File: src/powerup_seq_pkg.sv
// Purpose: Shared constants for the power-up and reset sequencer
// Assumes: 50 MHz system clock
// Notes: Settling counts per data rate are given in master-clock periods
package powerup_seq_pkg;
   localparam int unsigned CLK_HZ = 50_000_000;
   // Oscillator start-up least wait, in microseconds
   localparam int unsigned OSC_START_US = 20;
   localparam int unsigned OSC_START_CYC = (OSC_START_US * (CLK_HZ / 1_000_000));
   // Valid-data wait after reset release, in microseconds (2.2 ms)
   localparam int unsigned STABLE_US = 2200;
   localparam int unsigned STABLE_CYC = (STABLE_US * (CLK_HZ / 1_000_000));
   // Power-up budget, in microseconds
   localparam int unsigned POWERUP_US = 3000;
   localparam int unsigned POWERUP_CYC = (POWERUP_US * (CLK_HZ / 1_000_000));
   // Least reset-after-clock delay, master-clock periods
   localparam int unsigned RESET_AFTER_CLOCK_DELAY = 2;
   // Filter settling at the default rate, master-clock periods
   localparam int unsigned SETTLE_DEFAULT = 2312;
   localparam int unsigned CNT_W = 24;
   localparam logic [2:0] RATE_RST = 3'h4;
   // Settling count for each rate code
   function automatic logic [CNT_W-1:0] settle_count(input logic [2:0] rate);
      logic [CNT_W-1:0] c;
      c = CNT_W'(SETTLE_DEFAULT);
      case (rate)
         3'h0: c = 24'h000128;
         3'h1: c = 24'h000248;
         3'h2: c = 24'h000488;
         3'h3: c = 24'h000908;
         3'h4: c = CNT_W'(SETTLE_DEFAULT);
         3'h5: c = 24'h002408;
         3'h6: c = 24'h004808;
         default: c = CNT_W'(SETTLE_DEFAULT);
      endcase
      return c;
   endfunction
   // Conversion period per rate code, master-clock periods
   function automatic logic [CNT_W-1:0] period_count(input logic [2:0] rate);
      logic [CNT_W-1:0] p;
      p = 24'h000200;
      case (rate)
         3'h0: p = 24'h000020;
         3'h1: p = 24'h000040;
         3'h2: p = 24'h000080;
         3'h3: p = 24'h000100;
         3'h4: p = 24'h000200;
         3'h5: p = 24'h000400;
         3'h6: p = 24'h000800;
         default: p = 24'h000200;
      endcase
      return p;
   endfunction
endpackage

File: src/sync2.sv
// Purpose: Two flip-flop synchroniser for pin inputs
// Assumes: Single clock domain on the reading side
// Notes: First stage is read by the second stage only
module sync2 #(
   parameter int W = 1
) (
   input wire logic i_clk, // System clock
   input wire logic i_rst_n, // Synchronous reset, active low
   input wire logic [W-1:0] i_d, // Asynchronous input
   output logic [W-1:0] o_q // Synchronised output
);
   logic [W-1:0] meta_ff;
   logic [W-1:0] q_ff;
   // Two-stage capture
   always_ff @(posedge i_clk) begin
      if (!i_rst_n) begin
         meta_ff <= '0;
         q_ff <= '0;
      end else begin
         meta_ff <= i_d;
         q_ff <= meta_ff;
      end
   end
   assign o_q = q_ff;
endmodule

File: src/adc_powerup_reset_sequencer.sv
// Purpose: Power-up and reset sequencing of a delta-sigma converter front end
// Assumes: Master clock enters as a pin sampled by the 50 MHz i_clk
// Notes: Counts master-clock rising edges; data_ready_n pulses low per result
// Operation
// - Internal oscillator starts no earlier than 20 us after supply is good.
// - Reset rising edge releases filters and starts conversion.
// - First data-ready fall flags settled filter data, 2312 periods at default rate.
// - Data valid only at first data-ready fall after 2.2 ms from reset release.
// - A register write postpones the settling countdown until it completes.
// - A rate change restarts settling with the new rate's count.
// - Settled data available within 3 ms of power when sequence followed.
module adc_powerup_reset_sequencer #(
   parameter int unsigned STABLE_CYCLES = powerup_seq_pkg::STABLE_CYC,
   parameter int unsigned OSC_CYCLES = powerup_seq_pkg::OSC_START_CYC,
   parameter int unsigned POWERUP_CYCLES = powerup_seq_pkg::POWERUP_CYC
) (
   input wire logic i_clk, // 50 MHz system clock
   input wire logic i_rst_n, // Synchronous reset, active low
   input wire logic i_supply_good, // Analog supply above 90% (pin)
   input wire logic i_use_int_osc, // Internal oscillator select (pin)
   input wire logic i_master_clk, // External master clock (pin)
   input wire logic i_reset_pin_n, // Converter reset pin, active low
   input wire logic i_reg_write_busy, // Register write in progress
   input wire logic i_reg_write_done, // Register write completed, pulse
   input wire logic i_rate_write, // Data-rate command completed, pulse
   input wire logic [2:0] i_rate, // New data-rate code
   output logic o_osc_running, // Internal oscillator started
   output logic o_filter_run, // Decimation filters released
   output logic o_data_ready_n, // Data ready, active low
   output logic o_settled, // Filter settled
   output logic o_valid, // Filter and nodes settled; a later restart leaves it set
   output logic o_powerup_late // Settled data missed the 3 ms budget
);
   typedef enum logic [1:0] {S_RESET, S_SETTLE, S_RUN} seq_state_t;

   logic mclk_s;
   logic rstpin_n_s;
   logic supply_s;
   logic intosc_s;
   sync2 #(.W(4)) u_sync (
      .i_clk(i_clk),
      .i_rst_n(i_rst_n),
      .i_d({i_master_clk, i_reset_pin_n, i_supply_good, i_use_int_osc}),
      .o_q({mclk_s, rstpin_n_s, supply_s, intosc_s})
   );

   seq_state_t state_ff, nxt_state;
   logic mclk_d_ff;
   logic rst_d_ff;
   logic [powerup_seq_pkg::CNT_W-1:0] cnt_ff, nxt_cnt;
   logic [powerup_seq_pkg::CNT_W-1:0] per_ff, nxt_per;
   logic [2:0] rate_ff;
   logic [31:0] osc_cnt_ff;
   logic [31:0] stable_cnt_ff;
   logic [31:0] pwr_cnt_ff;
   logic osc_ff, run_ff, data_ready_n_n_ff, settled_ff, valid_ff, late_ff;
   logic stable_ff;

   // Edge and tick decode
   wire osc_tick = osc_ff & intosc_s;
   wire mclk_rise = (mclk_s & ~mclk_d_ff & ~intosc_s) | osc_tick;
   wire rst_rise = rstpin_n_s & ~rst_d_ff;
   wire rst_held = ~rstpin_n_s;
   wire hold = i_reg_write_busy;
   wire restart = i_reg_write_done | i_rate_write;
   wire [2:0] new_rate = i_rate_write ? i_rate : rate_ff;
   wire [powerup_seq_pkg::CNT_W-1:0] settle_new = powerup_seq_pkg::settle_count(new_rate);
   wire [powerup_seq_pkg::CNT_W-1:0] period_cur = powerup_seq_pkg::period_count(rate_ff);
   wire cnt_zero = (cnt_ff == '0);
   wire stable_done = (stable_cnt_ff >= STABLE_CYCLES);

   // Sequencer next state
   always_comb begin
      nxt_state = state_ff;
      nxt_cnt = cnt_ff;
      nxt_per = per_ff;
      case (state_ff)
         S_RESET: begin
            if (rst_rise) begin
               nxt_state = S_SETTLE;
               nxt_cnt = powerup_seq_pkg::settle_count(rate_ff);
            end
         end
         S_SETTLE: begin
            if (restart) begin
               nxt_cnt = settle_new;
            end else if (!hold && mclk_rise) begin
               if (cnt_ff <= 24'h000001) begin
                  nxt_state = S_RUN;
                  nxt_per = period_cur;
               end else begin
                  nxt_cnt = cnt_ff - 24'h000001;
               end
            end
         end
         S_RUN: begin
            if (restart) begin
               nxt_state = S_SETTLE;
               nxt_cnt = settle_new;
            end else if (mclk_rise) begin
               nxt_per = (per_ff <= 24'h000001) ? period_cur : per_ff - 24'h000001;
            end
         end
         default: nxt_state = S_RESET;
      endcase
      if (rst_held) begin
         nxt_state = S_RESET;
      end
   end

   wire result_evt = (state_ff == S_SETTLE && nxt_state == S_RUN)
      | (state_ff == S_RUN && mclk_rise && per_ff <= 24'h000001 && !restart && !rst_held);

   // Sequencer registers
   always_ff @(posedge i_clk) begin
      if (!i_rst_n) begin
         state_ff <= S_RESET;
         cnt_ff <= '0;
         per_ff <= '0;
      end else begin
         state_ff <= nxt_state;
         cnt_ff <= nxt_cnt;
         per_ff <= nxt_per;
      end
   end

   // Edge history and data rate
   always_ff @(posedge i_clk) begin
      if (!i_rst_n) begin
         mclk_d_ff <= 1'b0;
         rst_d_ff <= 1'b0;
         rate_ff <= powerup_seq_pkg::RATE_RST;
      end else begin
         mclk_d_ff <= mclk_s;
         rst_d_ff <= rstpin_n_s;
         if (rst_held) begin
            rate_ff <= powerup_seq_pkg::RATE_RST;
         end else if (i_rate_write) begin
            rate_ff <= i_rate;
         end
      end
   end

   // Internal oscillator start-up wait
   always_ff @(posedge i_clk) begin
      if (!i_rst_n || !supply_s) begin
         osc_cnt_ff <= '0;
         osc_ff <= 1'b0;
      end else if (osc_cnt_ff < OSC_CYCLES) begin
         osc_cnt_ff <= osc_cnt_ff + 32'h1;
      end else begin
         osc_ff <= 1'b1;
      end
   end

   // Valid-data wait from reset release
   always_ff @(posedge i_clk) begin
      if (!i_rst_n || state_ff == S_RESET) begin
         stable_cnt_ff <= '0;
         stable_ff <= 1'b0;
      end else begin
         if (!stable_done) begin
            stable_cnt_ff <= stable_cnt_ff + 32'h1;
         end
         stable_ff <= stable_done;
      end
   end

   // Power budget watch
   always_ff @(posedge i_clk) begin
      if (!i_rst_n || !supply_s) begin
         pwr_cnt_ff <= '0;
         late_ff <= 1'b0;
      end else begin
         if (pwr_cnt_ff < POWERUP_CYCLES) begin
            pwr_cnt_ff <= pwr_cnt_ff + 32'h1;
         end else if (!valid_ff) begin
            late_ff <= 1'b1;
         end
      end
   end

   // Result flags and data-ready pulse
   always_ff @(posedge i_clk) begin
      if (!i_rst_n) begin
         data_ready_n_n_ff <= 1'b1;
         settled_ff <= 1'b0;
         valid_ff <= 1'b0;
         run_ff <= 1'b0;
      end else begin
         run_ff <= (nxt_state != S_RESET);
         data_ready_n_n_ff <= ~result_evt;
         if (rst_held) begin
            settled_ff <= 1'b0;
            valid_ff <= 1'b0;
         end else if (restart) begin
            settled_ff <= 1'b0;
         end else if (result_evt) begin
            settled_ff <= 1'b1;
            if (stable_ff) begin
               valid_ff <= 1'b1;
            end
         end
      end
   end

   assign o_osc_running = osc_ff;
   assign o_filter_run = run_ff;
   assign o_data_ready_n = data_ready_n_n_ff;
   assign o_settled = settled_ff;
   assign o_valid = valid_ff;
   assign o_powerup_late = late_ff;
endmodule

File: config.mk
export PLATFORM = sky130hd
export DESIGN_NAME = adc_powerup_reset_sequencer
export DESIGN_NICKNAME = d
export VERILOG_FILES = /design/src/powerup_seq_pkg.sv /design/src/sync2.sv /design/src/adc_powerup_reset_sequencer.sv
export SDC_FILE = /design/constraint.sdc
export NUM_CORES = 1
export LEC_CHECK = 0
export BUFFER_PORTS_ARGS = -buffer_cell sky130_fd_sc_hd__buf_2
export CAP_MARGIN = 20
export CELL_PAD_IN_SITES_DETAIL_PLACEMENT = 0
export CELL_PAD_IN_SITES_GLOBAL_PLACEMENT = 1
export CORE_ASPECT_RATIO = 1.2
export CORE_MARGIN = 4
export CORE_UTILIZATION = 50
export CTS_BUF_LIST = sky130_fd_sc_hd__clkbuf_4 sky130_fd_sc_hd__clkbuf_8
export DETAILED_ROUTE_END_ITERATION = 6
export PLACE_DENSITY_LB_ADDON = 0.3
export SYNTH_ARGS = -nofsm -noshare
export SYNTH_HDL_FRONTEND = slang
export SYNTH_SLANG_ARGS = --single-unit
File: constraint.sdc
create_clock -name i_clk -period 2.6 [get_ports i_clk]
set_input_delay 0.52 -clock i_clk [delete_from_list [all_inputs] [get_ports i_clk]]
set_output_delay 0.52 -clock i_clk [all_outputs]
set_load 0.01 [all_outputs]
# Yosys cells after proc, flatten, opt, wreduce, memory -nomap -nowiden
# Cells that the tools add are included.
[classes] n_addsub=5 mul=0 bitwise_logic=16 magnitude_cmp=5 div=0 n_shift=0 eq_ne=21 n_mux=24 reduce_logical=24
[ops] op="two-way mux 24 bit" n=11
[ops] op="one-hot mux 15 bit (5 select lines)" n=2
[ops] op="adder 32 x 1 -> 32 bit, second input constant" n=3
[ops] op="one-hot mux 12 bit (6 select lines)" n=1
[ops] op="one-hot mux 24 bit (3 select lines)" n=1
[ops] op="<= comparator 24 x 1 -> 1 bit, second input constant" n=2
[ops] op="one-hot mux 24 bit (2 select lines)" n=1
[ops] op="subtractor 24 x 1 -> 24 bit, second input constant" n=2
[ops] op=">= comparator 32 x 17 -> 1 bit, second input constant" n=1
[ops] op="less-than comparator 32 x 10 -> 1 bit, second input constant" n=1
[ops] op="less-than comparator 32 x 18 -> 1 bit, second input constant" n=1
[ops] op="!= test 2 bit, second input constant" n=7
[ops] op="equality test 3 bit, second input constant" n=4
[ops] op="two-way mux 2 bit" n=6
[ops] op="equality test 3 x 2 -> 1 bit, second input constant" n=3
[ops] op="NOT 1 bit" n=9
[ops] op="equality test 3 x 1 -> 1 bit, second input constant" n=2
[ops] op="logical AND 1 bit" n=6
[ops] op="logical NOT 3 bit" n=2
[ops] op="!= test 3 bit, second input constant" n=2
[ops] op="one-hot mux 2 bit (3 select lines)" n=1
[ops] op="AND reduction 6 bit" n=1
[ops] op="AND reduction 5 bit" n=1
[ops] op="AND 1 bit" n=4
[ops] op="12 further kinds" n=21
[totals] register_bits=166 rom_bits=0 latchBits=0 ram_bits=0 memories=0 wordCells=113 out_inout_bits=6

# Logic depth before layout (Yosys ltp)
[depth] depth_word=13 ltp_mapped=10

# By module
# Synthesis repeated with hierarchy kept, for this count alone.
[unflattened] hier_cells=863 area_unflattened_um2=7437.1
[by_module_without_submodules] module="adc_powerup_reset_sequencer" n_inst=1 cells_each=847 area_each_um2=7226.9
[by_module_without_submodules] module="sync2" n_inst=1 cells_each=16 area_each_um2=210.2

# Least setup slack after synthesis
# No wires, ideal clock.
[synth_path] path_type="register to register" start="reg cnt_ff[4] (netlist bit)" end="reg per_ff[15] (netlist bit)" stages_incl_launch_ff=10 required_ns=2.466 path_buffers=3 path_slack_ns=0.257 arrival_ns=2.210 setup_time_ns=0.134 synth_period_minus_slack_ns=2.343 cell_sequence="dfxtp_1 > or4_1 > buf_2 > nor4_1 > and4b_1 > buf_2 > nor2_1 > buf_2 > o211ai_1 > o41ai_1"
[synth_between] elab_chain_len=3
[synth_rtl] element="from (decl)" line="adc_powerup_reset_sequencer.sv:50" text="logic [powerup_seq_pkg::CNT_W-1:0] cnt_ff, nxt_cnt;"
[synth_rtl] element="from (signal assigned)" line="adc_powerup_reset_sequencer.sv:122" text="cnt_ff <= nxt_cnt;"
[synth_rtl] element="<= comparator 24 x 1 -> 1 bit" line="adc_powerup_reset_sequencer.sv:88" text="if (cnt_ff <= 24'h000001) begin"
[synth_rtl] element="!= test 2 bit (no source line)"
[synth_rtl] element="AND reduction 6 bit (no source line)"
[synth_rtl] element="to (signal assigned)" line="adc_powerup_reset_sequencer.sv:123" text="per_ff <= nxt_per;"
[synth_rtl] element="to (decl)" line="adc_powerup_reset_sequencer.sv:51" text="logic [powerup_seq_pkg::CNT_W-1:0] per_ff, nxt_per;"
# Every way passes these cells.
# A chain may end at the register's enable or synchronous reset.

# Final worst setup path
[layout_path] start="reg cnt_ff[8] (netlist bit)" end="reg per_ff[0] (netlist bit)"
# The elaborated chain is that of the path after synthesis.

==> metrics.csv <==
metric;value;unit
n_fill_cell;1295;
dieArea;16820;µm²
path_clk_slew;90;ps
rsz0062_at_grt;no;
synth_enable_flop_cells;0;
cp_data_required_time;2950;ps
yosysUniqueCellTypes;70;
clock-sinks;166;
portBuffers;17;
syn_area_per_cell;8.636;µm²
cp-end-kind;flip-flop;
die_y;141.3;µm
die_x;119.1;µm
diodes;0;
hold_viol_final;0;
fp.coreArea;14470;µm²
hold_path_class;input port to flip-flop;
io_pins;18;
cts_buffer_depth;2;
hpwlAfterDp;11790;µm
vias;6244;
grt_max_degree;61;
synth-main-ff-cell;dfxtp_1;
grt_overflow;0;
root_buffer;clkbuf_8;
tns;0;ps
multi_input_area;3849;µm²
antenna_left;0;
syn_nets;884;
finalSetupViolCount;0;
report.power.total;4.688;mW
row_count;48;
area_growth;12.21;%
syn_inst;857;
vdd_drop_max;0.2755;mV
start_util;51.13;%
drtPass1Iterations;5;
first_iter_violations;442;
clk-insertion-delay-late;450;ps
final_nets;915;
cts_resized;0;
synth-seq-cells;166;
clock_skew;9.978;ps
worstMarginPinSlew;1005;ps
crit_type;flip-flop to flip-flop;
fin_crit;2452;ps
period_share;94.32;%
grt_pass1_wl;28790;µm
gp_congestion;0.9178;
h-tree-depth;4;
outcome;completed;
async_flop_share;0;%
cts_setup_buffers;0;
drive_above_1_share;12.32;%
leakagePower;3.278;nW
max_clock_freq;0.4078;GHz
track_usage;20.57;%
report.final.slew_viol_count;0;
critPathLaunchType;flip-flop;
cap_violations;0;
yosysWarnings;0;
slew-limit-headroom;32.58;%
cts_made_buffers;17;
critPathMaxFanout;10;
netlist_area;7401;µm²
arrival;2800;ps
drc;0;
cts_tree;done;
via_per_inst;5.671;
grt_pass1_vias;6184;
wl_per_cell;15.16;µm
hold_buffers;0;
seq_area;3323;µm²
ys_seq_area_share;44.90;%
drt_wl_total;16690;µm
antenna_found_initial;0;
p_per_area;564.5;nW/µm²
-- cells in the final DEF (no fill, tap or decap), types with 8 or more instances in the layout --
cell        n
xor2_1     20
and3_1     45
buf_2      17
nand3_1    25
and2_1     31
a21oi_1    53
xnor2_1    19
o211ai_1   15
or2_2       8
nor4_1     27
ha_1       15
inv_1      25
o21ai_0    38
clkbuf_8   19
nand2_1    53
nor2_1     93
dfxtp_1   166
or3_1      14
nor3_1     33
buf_4      32
nand4_1    21
-- registers in the layout (all words and copies together) (netlist names), 2 cells and up --
| name | cells |
|---|---|
| cnt_ff | 24 |
| osc_cnt_ff | 32 |
| per_ff | 24 |
| pwr_cnt_ff | 32 |
| rate_ff | 3 |
| stable_cnt_ff | 32 |
| state_ff | 2 |
| u_sync.meta_ff | 4 |
| u_sync.o_q | 4 |
-- synthesized netlist by cell type, drive strengths merged (4+ instances only) --
master / n / area (µm²)
dfxtp: 166 / 3323
nor2: 95 / 361.6
nand2: 54 / 205.2
a21oi: 53 / 265.3
and3: 45 / 281.5
o21ai: 40 / 203.9
nor3: 34 / 170.2
clkbuf: 32 / 120.1
and2: 31 / 193.9
nor4: 30 / 215.2
inv: 25 / 93.84
nand3: 25 / 125.1
nand4: 21 / 131.4
xor2: 20 / 175.2
xnor2: 19 / 166.4
ha: 15 / 187.7
o211ai: 15 / 112.6
or3: 14 / 87.58
buf: 9 / 52.55
or2: 9 / 56.31
or4: 9 / 67.56
o31ai: 8 / 65.06
a31oi: 7 / 43.79
nand2b: 7 / 43.79
mux2i: 6 / 60.06
o41ai: 5 / 43.79
a21o: 4 / 30.03
and4: 4 / 35.03
o22ai: 4 / 25.02
-- final cells by class --
type	instances	share of cell area, %
multi-input combinational	625	46.35
timing repair buffer	53	4.882
tap	200	3.013
clock inverter	13	1.461
sequential	166	40.02
clock buffer	19	3.149
inverter	25	1.130
-- kinds of logic after synthesis --
family          synth area share (%)
compound gates                 15.16
mux                           0.9637
simple gates                   28.22
fa+ha+maj                      2.536
buf+inv                        3.601
flops                          44.90
xor+xnor                       4.615
-- power breakdown --
group / leakage [nW] / internal [mW] / switching (mW)
sequential: 1.34 / 2.56 / 0.0243
clock: 0.181 / 0.814 / 0.958
combinational: 1.76 / 0.138 / 0.191
-- routing by layer --
metal  share of wire (%)  vias to the layer above  wire (µm)  global-route usage (%)
met3                 4.4                       33        736                   4.386
li1                    -                     3150          -                       -
met5                   0                        -          0                       0
met4                 1.8                        0        296                   7.688
met1                  45                     2929       7466                   25.65
met2                  49                      132       8194                   35.01
-- through the flow --
step	hold WS, ps	utilization [%]	worst slack [ps]	cell area, µm²	instances
finish	270.4	57.37	147.8	8304	1101
global route	249.3	57.37	1.351	8304	1101
CTS	245.5	57.11	14.23	8267	1101
detailed placement	426.8	54.47	31.18	7884	1069
global placement	419.6	54.47	159.0	7884	1069
floorplan	411.9	-	256.7	7401	857
-- worst max-delay path: stages, from the launching register on --
cell,delay (ps)
dfxtp_1,360
or4_4,590
nor4_1,410
and4b_1,350
or2_2,260
buf_4,170
mux2i_1,60
and2_1,160
-- worst paths after layout --
check             cells past startpoint              start  slack (ps)           endpoint
setup / recovery                      7          cnt_ff[8]         150          per_ff[0]
hold / removal                        2      i_supply_good         270  u_sync.meta_ff[1]
setup reg to reg                      7          cnt_ff[8]         150          per_ff[0]
hold reg to reg                       1  u_sync.meta_ff[2]         440      u_sync.o_q[2]
No activity file was read; power rests on OpenSTA's default activity.
